--- src/rtl/pisu_pkg.sv ---
// Shared constants and types of the program isolation unit
package pisu_pkg;

  // ==========================================================
  // Widths
  localparam int unsigned PISU_AW = 17;
  localparam int unsigned PISU_DW = 18;
  localparam int unsigned PISU_BLK_W = 5;
  localparam int unsigned PISU_SIZE_W = 6;
  localparam int unsigned PISU_BLK_SHIFT = 12;

  // ==========================================================
  // Instruction fields and codes
  localparam logic [3:0] PISU_F_ZERO = 4'h0;
  localparam logic [3:0] PISU_F_IO = 4'hF;
  // Address parts are decimal in the order code: 6020, 6021 and 1924
  localparam logic [12:0] PISU_N_ARM = 13'h1784;
  localparam logic [12:0] PISU_N_CANCEL = 13'h1785;
  localparam logic [12:0] PISU_N_RDST = 13'h0784;
  localparam logic [1:0] PISU_IO_IN = 2'h1;
  localparam logic [1:0] PISU_IO_OUT = 2'h3;
  localparam logic [17:0] PISU_NOP_WORD = 18'h1C000;

  // ==========================================================
  // Trap status layout and reset values
  localparam int unsigned PISU_ST_OOR = 17;
  localparam int unsigned PISU_ST_GEN_IN = 13;
  localparam int unsigned PISU_ST_PT_IN = 14;
  localparam int unsigned PISU_ST_GEN_OUT = 15;
  localparam int unsigned PISU_ST_PT_OUT = 16;
  localparam logic [17:0] PISU_TRAP_STATUS_RST = 18'h00000;

  // ==========================================================
  // Program levels and context save offsets
  localparam logic [2:0] PISU_LVL_BASE = 3'h4;
  localparam logic [2:0] PISU_LVL_TRAP = 3'h3;
  localparam logic [16:0] PISU_CTX_S_OFS = 17'h00006;
  localparam logic [16:0] PISU_CTX_B_OFS = 17'h00007;

endpackage

--- src/rtl/pisu_path_if.sv ---
// Internal carrier between the isolation top and its helpers
`timescale 1ns/100ps
interface pisu_path_if;
  logic [16:0] cpu_addr;
  logic cpu_auto;
  logic slave;
  logic [4:0] base_blk;
  logic [5:0] store_blks;
  logic [16:0] phys_addr;
  logic oor;
  logic [17:0] ins_word;
  logic is_io;
  logic is_arm;
  logic is_cancel;
  logic is_rdst;
  logic is_f0;
  logic [17:0] io_status;

  modport reloc (
    input cpu_addr, cpu_auto, slave, base_blk, store_blks,
    output phys_addr, oor
  );
  modport dec (
    input ins_word,
    output is_io, is_arm, is_cancel, is_rdst, is_f0, io_status
  );
  modport top (
    output cpu_addr, cpu_auto, slave, base_blk, store_blks, ins_word,
    input phys_addr, oor, is_io, is_arm, is_cancel, is_rdst, is_f0, io_status
  );
endinterface

--- src/rtl/pisu_reloc.sv ---
// Address relocation and installed-store range check
`timescale 1ns/100ps
module pisu_reloc (
  // Path signals
  pisu_path_if.reloc p
);
  import pisu_pkg::*;

  logic [17:0] sum;
  logic [17:0] eff;
  logic relocate;

  // ==========================================================
  // Relocation: base sits on 4096-word boundaries, so a shift does it
  always_comb begin
    relocate = p.slave && !p.cpu_auto;
    sum = {1'b0, p.cpu_addr} + {1'b0, p.base_blk, 12'h000};
    eff = relocate ? sum : {1'b0, p.cpu_addr};
  end

  // Range check covers the carry, so wrap past the top also traps
  assign p.oor = relocate && (eff[17:12] >= p.store_blks);
  assign p.phys_addr = eff[16:0];

endmodule

--- src/rtl/pisu_decode.sv ---
// Instruction classification and input-output trap word
`timescale 1ns/100ps
module pisu_decode (
  // Path signals
  pisu_path_if.dec p
);
  import pisu_pkg::*;

  logic [3:0] f;
  logic [12:0] n;
  logic f15;

  // Builds the status word captured when an input-output order traps
  function automatic logic [17:0] io_word(input logic [12:0] nn);
    logic in_c;
    logic out_c;
    logic pt;
    logic [17:0] w;
    in_c = (nn[12:11] == PISU_IO_IN);
    out_c = (nn[12:11] == PISU_IO_OUT);
    pt = (nn[10:4] == 7'h00);
    w = 18'h00000;
    w[3:0] = nn[3:0];
    w[10:4] = pt ? 7'h00 : nn[10:4];
    w[PISU_ST_GEN_IN] = in_c && !pt;
    w[PISU_ST_PT_IN] = in_c && pt;
    w[PISU_ST_GEN_OUT] = out_c && !pt;
    w[PISU_ST_PT_OUT] = out_c && pt;
    return w;
  endfunction

  // ==========================================================
  // Field split: modifier bit on top, function, then address part
  assign f = p.ins_word[16:13];
  assign n = p.ins_word[12:0];
  assign f15 = (f == PISU_F_IO);

  assign p.is_f0 = (f == PISU_F_ZERO);
  assign p.is_arm = f15 && (n == PISU_N_ARM);
  assign p.is_cancel = f15 && (n == PISU_N_CANCEL);
  assign p.is_rdst = f15 && (n == PISU_N_RDST);
  assign p.is_io = f15 && ((n[12:11] == PISU_IO_IN) || (n[12:11] == PISU_IO_OUT));
  assign p.io_status = io_word(n);

endmodule

--- src/rtl/pisu_top.sv ---
// Program isolation unit: mode control, traps and status
`timescale 1ns/100ps

// Overview of operation
// - One stored bit selects normal or slave; normal leaves processor untouched.
// - Slave mode adds base to processor addresses, never to autonomous ones.
// - Base is a 4096-word multiple; slave location zero is the base.
// - Slave reference beyond installed store returns to normal mode.
// - Slave input-output orders are withheld from peripherals and exit slave.
// - Any interrupt signal in slave mode returns to normal mode.
// - Range and input-output traps raise level 3 and record status.
// - Range trap status holds offending address low, top bit set.
// - Input-output trap copies address bits 1-4, and 5-11 unless paper tape.
// - Trap interrupt follows its instruction, but after function zero only in slave mode before another.
// - Fetch from out of range returns the do-nothing shift word.
// - Operand read out of range returns the same shift word.
// - Store to out of range writes nothing; registers update normally.
// - Block transfer in slave mode acts as the no-operation.
// - In slave mode interrupt after function zero only before another.
// - Arm order arms entry at next level 4 and clears status.
// - Cancel order exits slave with level 3 interrupt, or disarms on level 3.
// - Status read order copies status to accumulator, status unchanged.
// - Slave only while level 4 runs; levels 1-3 force normal.
// - Level 4 start enters slave only if armed beforehand.
// - Entry loads sequence and modifier from base+6/+7; exit saves them.
module pisu_top (
  // Clock and reset
  input wire logic clk,
  input wire logic arst_n,
  // Configuration
  input wire logic [pisu_pkg::PISU_BLK_W-1:0] base_blk,
  input wire logic [pisu_pkg::PISU_SIZE_W-1:0] store_blks,
  // Store cycle from processor or autonomous channel
  input wire logic st_req,
  input wire logic st_auto,
  input wire logic st_write,
  input wire logic [pisu_pkg::PISU_AW-1:0] st_addr,
  input wire logic [pisu_pkg::PISU_DW-1:0] mem_rdata,
  output logic [pisu_pkg::PISU_AW-1:0] mem_addr,
  output logic mem_we,
  output logic [pisu_pkg::PISU_DW-1:0] cpu_rdata,
  // Instruction execution
  input wire logic ins_valid,
  input wire logic [pisu_pkg::PISU_DW-1:0] ins_word,
  input wire logic ins_blk,
  input wire logic next_f0,
  output logic io_withhold,
  output logic blk_nop,
  output logic acc_load,
  output logic [pisu_pkg::PISU_DW-1:0] acc_data,
  // Program levels and interrupts
  input wire logic [2:0] level,
  input wire logic ext_irq,
  input wire logic irq_ack,
  output logic irq_l3,
  output logic irq_allow,
  output logic slave_mode,
  output logic ctx_load,
  output logic ctx_save,
  output logic [pisu_pkg::PISU_AW-1:0] ctx_s_addr,
  output logic [pisu_pkg::PISU_AW-1:0] ctx_b_addr
);
  import pisu_pkg::*;

  pisu_path_if pth ();

  logic slave_q;
  logic armed_q;
  logic [17:0] trap_status_q;
  logic trap_irq_q;
  logic prev_f0_q;
  logic [2:0] level_q;
  logic acc_load_q;
  logic [17:0] acc_data_q;
  logic ctx_load_q;
  logic ctx_save_q;
  logic [16:0] ctx_s_q;
  logic [16:0] ctx_b_q;
  logic cpu_cyc;
  logic oor_ev;
  logic io_ev;
  logic cancel_ev;
  logic exit_ev;
  logic entry_ev;
  logic arm_ev;
  logic disarm_ev;
  logic rdst_ev;

  // ==========================================================
  // Helpers
  assign pth.cpu_addr = st_addr;
  assign pth.cpu_auto = st_auto;
  assign pth.slave = slave_q;
  assign pth.base_blk = base_blk;
  assign pth.store_blks = store_blks;
  assign pth.ins_word = ins_word;

  pisu_reloc u_reloc (
    .p (pth.reloc)
  );

  pisu_decode u_decode (
    .p (pth.dec)
  );

  // ==========================================================
  // Events of this cycle
  assign cpu_cyc = st_req && !st_auto;
  assign oor_ev = cpu_cyc && pth.oor;
  // Own control orders other than cancel count as input-output in slave mode
  assign io_ev = ins_valid && slave_q
    && (pth.is_io || pth.is_arm || pth.is_rdst);
  assign cancel_ev = ins_valid && slave_q && pth.is_cancel;
  assign exit_ev = slave_q && (oor_ev || io_ev || cancel_ev || ext_irq
    || (level != PISU_LVL_BASE));
  assign entry_ev = !slave_q && armed_q && (level == PISU_LVL_BASE)
    && (level_q != PISU_LVL_BASE);
  assign arm_ev = ins_valid && !slave_q && pth.is_arm;
  assign disarm_ev = ins_valid && !slave_q && pth.is_cancel
    && (level == PISU_LVL_TRAP);
  assign rdst_ev = ins_valid && !slave_q && pth.is_rdst;

  // ==========================================================
  // Store path: relocated address, withheld write, substituted read data
  assign mem_addr = pth.phys_addr;
  assign mem_we = st_req && st_write && !pth.oor;
  assign cpu_rdata = (cpu_cyc && pth.oor) ? PISU_NOP_WORD : mem_rdata;

  // Instruction side effects, combinational so the core sees them in the cycle
  assign io_withhold = io_ev;
  assign blk_nop = ins_valid && slave_q && ins_blk;

  // Interrupt window: only slave mode may break a function-zero pair
  assign irq_allow = !prev_f0_q || (slave_q && next_f0);
  assign irq_l3 = trap_irq_q && irq_allow;

  assign slave_mode = slave_q;
  assign acc_load = acc_load_q;
  assign acc_data = acc_data_q;
  assign ctx_load = ctx_load_q;
  assign ctx_save = ctx_save_q;
  assign ctx_s_addr = ctx_s_q;
  assign ctx_b_addr = ctx_b_q;

  // ==========================================================
  // Mode bit
  always_ff @(posedge clk or negedge arst_n) begin
    if (!arst_n) begin
      slave_q <= 1'b0;
    end else if (exit_ev) begin
      slave_q <= 1'b0;
    end else if (entry_ev) begin
      slave_q <= 1'b1;
    end
  end

  // Arming is consumed by the entry it causes
  always_ff @(posedge clk or negedge arst_n) begin
    if (!arst_n) begin
      armed_q <= 1'b0;
    end else if (arm_ev) begin
      armed_q <= 1'b1;
    end else if (disarm_ev || entry_ev) begin
      armed_q <= 1'b0;
    end
  end

  // Level history for the level 4 start edge
  always_ff @(posedge clk or negedge arst_n) begin
    if (!arst_n) begin
      level_q <= PISU_LVL_BASE;
    end else begin
      level_q <= level;
    end
  end

  // ==========================================================
  // Trap status; a range trap outranks an order in the same cycle
  always_ff @(posedge clk or negedge arst_n) begin
    if (!arst_n) begin
      trap_status_q <= PISU_TRAP_STATUS_RST;
    end else if (oor_ev) begin
      trap_status_q <= {1'b1, st_addr};
    end else if (io_ev) begin
      trap_status_q <= pth.io_status;
    end else if (arm_ev) begin
      trap_status_q <= PISU_TRAP_STATUS_RST;
    end
  end

  // Pending level 3 request; a new trap wins over an acknowledge
  always_ff @(posedge clk or negedge arst_n) begin
    if (!arst_n) begin
      trap_irq_q <= 1'b0;
    end else if (oor_ev || io_ev || cancel_ev) begin
      trap_irq_q <= 1'b1;
    end else if (irq_ack) begin
      trap_irq_q <= 1'b0;
    end
  end

  // Remembers whether the last executed order was function zero
  always_ff @(posedge clk or negedge arst_n) begin
    if (!arst_n) begin
      prev_f0_q <= 1'b0;
    end else if (ins_valid) begin
      prev_f0_q <= pth.is_f0;
    end
  end

  // ==========================================================
  // Status read into the accumulator, status left as it is
  always_ff @(posedge clk or negedge arst_n) begin
    if (!arst_n) begin
      acc_load_q <= 1'b0;
      acc_data_q <= PISU_TRAP_STATUS_RST;
    end else begin
      acc_load_q <= rdst_ev;
      if (rdst_ev) begin
        acc_data_q <= trap_status_q;
      end
    end
  end

  // Context move requests; addresses follow the base every cycle
  always_ff @(posedge clk or negedge arst_n) begin
    if (!arst_n) begin
      ctx_load_q <= 1'b0;
      ctx_save_q <= 1'b0;
      ctx_s_q <= PISU_CTX_S_OFS;
      ctx_b_q <= PISU_CTX_B_OFS;
    end else begin
      ctx_load_q <= entry_ev;
      ctx_save_q <= exit_ev;
      ctx_s_q <= {base_blk, 12'h000} + PISU_CTX_S_OFS;
      ctx_b_q <= {base_blk, 12'h000} + PISU_CTX_B_OFS;
    end
  end
endmodule

--- config.mk ---
export PLATFORM = sky130hd
export DESIGN_NAME = pisu_top
export DESIGN_NICKNAME = d
export VERILOG_FILES = /design/src/rtl/pisu_pkg.sv /design/src/rtl/pisu_path_if.sv /design/src/rtl/pisu_reloc.sv /design/src/rtl/pisu_decode.sv /design/src/rtl/pisu_top.sv
export SDC_FILE = /design/constraint.sdc
export NUM_CORES = 1
export LEC_CHECK = 0
export BUFFER_PORTS_ARGS = -buffer_cell sky130_fd_sc_hd__buf_2
export CELL_PAD_IN_SITES_DETAIL_PLACEMENT = 0
export CELL_PAD_IN_SITES_GLOBAL_PLACEMENT = 2
export CORE_ASPECT_RATIO = 0.8
export CORE_UTILIZATION = 25
export DETAILED_ROUTE_END_ITERATION = 16
export GPL_ROUTABILITY_DRIVEN = 1
export GPL_TIMING_DRIVEN = 0
export PLACE_DENSITY_LB_ADDON = 0.1
export SYNTH_ARGS = -nofsm -noshare
export SYNTH_HDL_FRONTEND = slang
export SYNTH_HIERARCHICAL = 1
export SYNTH_SLANG_ARGS = --single-unit
--- constraint.sdc ---
create_clock -name clk -period 4.5 [get_ports clk]
set_clock_uncertainty 0.2 [all_clocks]
set_input_delay 0.9 -clock clk [delete_from_list [all_inputs] [get_ports clk]]
set_output_delay 0.9 -clock clk [all_outputs]
set_load 0.005 [all_outputs]
==> results.txt <==
The wire length per cell is 13.5 µm. The total overflow left after global routing is 0. TritonCTS built the clock tree. The overall global routing resource usage came out at 0.139. The number of synthesis warnings came out at 6. Of the available clock period, the critical path in the final layout requires 0.973. The clock period minus final worst setup slack came out at 4380 ps.

The number of CTS-inserted buffers came out at 5. The floorplan step set the die height to 103 µm. The cell row count is 36. The min-delay analysis places its worst path in the category flop to flop. The worst hold path begins at acc_data[12]$_DFFE_PN0P_.

The starting density of the core is 0.258. The data arrival at the endpoint of the critical path came out at 3280 ps. The routed via count came out at 2,854. The repair_antennas step left the layout with diodes totalling 0. The class of the most critical setup path is input port to output port. The final instance count without filler cells came out at 680. The cell-internal power came out at 0.830 mW. The count of pins over their slew limit is 0. The proportion of power drawn by flip-flops and latches came out at 0.426.

The layout overhead on the synthesized area is 47.8%. Entering global routing, the biggest net connects 52 pins. The maximum fanout encountered on the critical timing path came out at 5. The first TritonRoute pass finished after 4 iterations. Setup repair after global routing left no endpoint under its margin. The startpoint of the worst setup timing path is base_blk[0]. After legalization and detailed placement, the total HPWL measured 6.92 mm.

The total number of H-tree levels came out at 2. The top-level I/O count is 173. In the routed layout, each cell is associated on average with a via count of 4.20. The floorplan die width came out at 128 µm. The number of placed cells counting well taps came out at 661.

The worst register-to-register path begins at slave_mode$_DFFE_PN0P_. The total DRC errors in the routed layout is 0. The fill cell instance count of the final layout came out at 1,289. The number of flops mapped to enable cells by yosys came out at 0.

The number of antenna violations at the first check in global routing came out at 0. After routing the design area is 4680 µm². The worst endpoint required time is 3400 ps. The clock latency on the worst-skew pair is 290 ps. The synthesized netlist occupies a cell area of 3160 µm². The DRC marker count from the first detailed-route iteration is 100. The flip-flop cell with the highest count after synthesis is dfrtp_1. The worst pin sits at a relative slew slack of 0.173. The fraction of the yosys area taken by sequential cells came out at 0.404. The worst IR drop on VDD came out at 0.142 mV. The post-synthesis instance total came out at 320. The run finished with clean final reports. The switching share of power came out at 0.239. The max-cap violation count came out at 0. The combinational fraction of design power is 0.171.

The share of final-layout standard cells stronger than drive strength 1 came out at 0.540. The TritonCTS sink count is 51. After synthesis, the netlist uses 51 different library cells. The total of buffers placed on input and output ports came out at 146. The clock-pin slew of the registers on the worst-case setup and hold paths came out at 70 ps. For the pin with the worst max-slew slack, the measured transition is 1240 ps. The power share of the clock group is 0.404. The hold violation total from the final report came to 0. The final weighted congestion in routability-driven placement came out at 0.702. The area of placed instances came out at 4200 µm². The maximum buffer depth of the clock tree is 2. STA classifies the critical path endpoint as an output port. The first-pass GRT wire length is 13.9 mm. The biggest area contributor in the post-synthesis netlist is dfrtp_1. The startpoint type of the worst setup path is an input port. Yosys attributes the largest share of cell area to dfrtp_1 (40%), buf_4 (11%), mux2_2 (6.8%), a32oi_1 (4.7%), ha_1 (4.3%). Setup violations remaining at the end of the flow were counted as 0. The share of synthesized area in the top cell type comes to 0.395.

The via count of the first global-routing pass came to 2,724. The net switching power of the design came out at 0.260 mW. The number of hold-repair buffers added at the cts stage came out at 0. The area of the die came out at 13,100 µm². For this run, the post-layout net count is 597.

In this run the standard cell core region covers 12,300 µm². The power density normalized to cell area came out at 233 nW/µm². The post-synthesis sequential element count came out at 51.

The number of routed nets with antenna violations came out at 0. Averaged over all synthesized cells, the footprint is 9.89 µm². The standby leakage power is 2.54 nW. The root buffer cell is clkbuf_16.

The fraction of synthesis flops using an asynchronous set or reset pin came out at 1.00. The total length of routed wires is 9.21 mm. The highest clock rate is 228 MHz.
per-stage QoR:
stage | setup WS, ps | total power, mW | util | hold slack, ps | setup TNS [ps]
after global placement | -728 | 0.631 | 0.343 | 282 | -9040
after global routing | 2.36 | 1.15 | 0.382 | 320 | 0
after CTS | 21.6 | 1.09 | 0.367 | 306 | 0
after floorplan | 169 | 0.552 | - | 281 | 0
after detailed placement | -748 | 0.633 | 0.343 | 289 | -9360
final | 120 | 1.09 | 0.382 | 302 | 0
critical path: stages:
cell and delay, ps:
buf_4 100, ha_4 140, inv_2 40, fa_2 370
xor2_2 190, o21ai_2 130, ha_1 260, a21o_1 190
a31oi_4 180, o211ai_1 170, nand3b_1 130, buf_6 140
buf_6 120, and2_4 140, buf_6 80
state kept, by name (all words and copies together) (netlist names):
name / count
trap_irq_q: 1
ctx_save: 1
acc_load: 1
acc_data: 18
armed_q: 1
ctx_load: 1
level_q: 3
slave_mode: 1
prev_f0_q: 1
trap_status_q: 18
ctx_s_addr: 5
cells by family after synthesis:
family          after synthesis  share of synthesized area
other cells                   3                    0.00356
fa+ha+maj                    12                     0.0498
buf+inv                      83                      0.160
compound gates               58                      0.133
flops                        51                      0.404
xor+xnor                      1                    0.00277
simple gates                 92                      0.176
mux                          20                     0.0708
worst paths after layout:
path / end / slack [ps] / depth (start not counted)
worst min register to register: acc_data[12]$_DFFE_PN0P_ / 300 / 1
max in group asynchronous: armed_q$_DFFE_PN0P_ / 2670 / 1
worst min-delay path: acc_data[12]$_DFFE_PN0P_ / 300 / 1
worst max-delay path: cpu_rdata[17] / 120 / 15
worst max register to register: trap_status_q[17]$_DFFE_PN0P_ / 1200 / 13
min in group asynchronous: ctx_s_addr[14]$_DFF_PN0_ / 660 / 1
cells in the mapped netlist, types with 7 or more instances:
cell and count:
inv_1 14, a21oi_1 18, nand2_1 12, nor2_1 26, buf_4 48, nand2b_1 7
and2_1 17, mux2_2 19, a32oi_1 17, dfrtp_1 50, clkbuf_1 15, ha_1 11
metal layers:
layer,wire length (µm),track usage,vias up,part of all wire
met5,0,0,-,0
met4,81,0.0326,0,0.0088
met3,608,0.0270,8,0.066
met2,4360,0.242,127,0.47
met1,4160,0.179,1303,0.45
li1,-,-,1416,-
cell type report:
type	count	area, µm²	area share
clock buffers	5	125	0.0268
well taps	171	214	0.0457
flip-flops and latches	51	1280	0.273
clock inverters	3	43.8	0.00936
multi-input cells	210	1610	0.344
repair buffers	157	880	0.188
plain buffers	69	475	0.102
inverters	14	52.6	0.0112
power groups by stage:
stage | clock [mW] | combinational, mW | sequential, mW
after floorplan | 0 | 0.0789 | 0.473
after global placement | 0 | 0.158 | 0.473
after detailed placement | 0 | 0.160 | 0.473
after CTS | 0.458 | 0.166 | 0.464
after global routing | 0.475 | 0.207 | 0.464
final | 0.440 | 0.186 | 0.464
cells in the final DEF, fill, tap and decap left out, types with 2 or more instances in the layout:
master,netlist,final
ha_1,11,6
clkbuf_1,15,13
and2_1,17,8
nor4_1,2,2
and4bb_2,3,3
nand3b_1,3,3
buf_4,48,58
buf_6,1,12
o21ai_0,6,4
ha_4,0,4
dfrtp_1,50,50
mux2_2,19,19
a21oi_1,18,18
buf_2,5,141
inv_1,14,13
nor2_1,26,26
a21o_1,4,4
or4_4,1,2
conb_1,3,27
nand4_1,2,2
nand2_1,12,12
clkbuf_16,0,5
a211oi_1,3,2
and2_4,0,9
o211ai_1,3,3
nand2b_1,7,7
buf_8,0,2
and3b_1,2,2
a32oi_1,17,17
what timing repair did:
action,CTS,global route
gates cloned,1,0
pin swaps,6,12
endpoints found under the setup margin,18,19
gates resized for setup,15,36
hold endpoints to repair,0,0
setup buffers,8,2
Power figures use the tool's default switching activity.
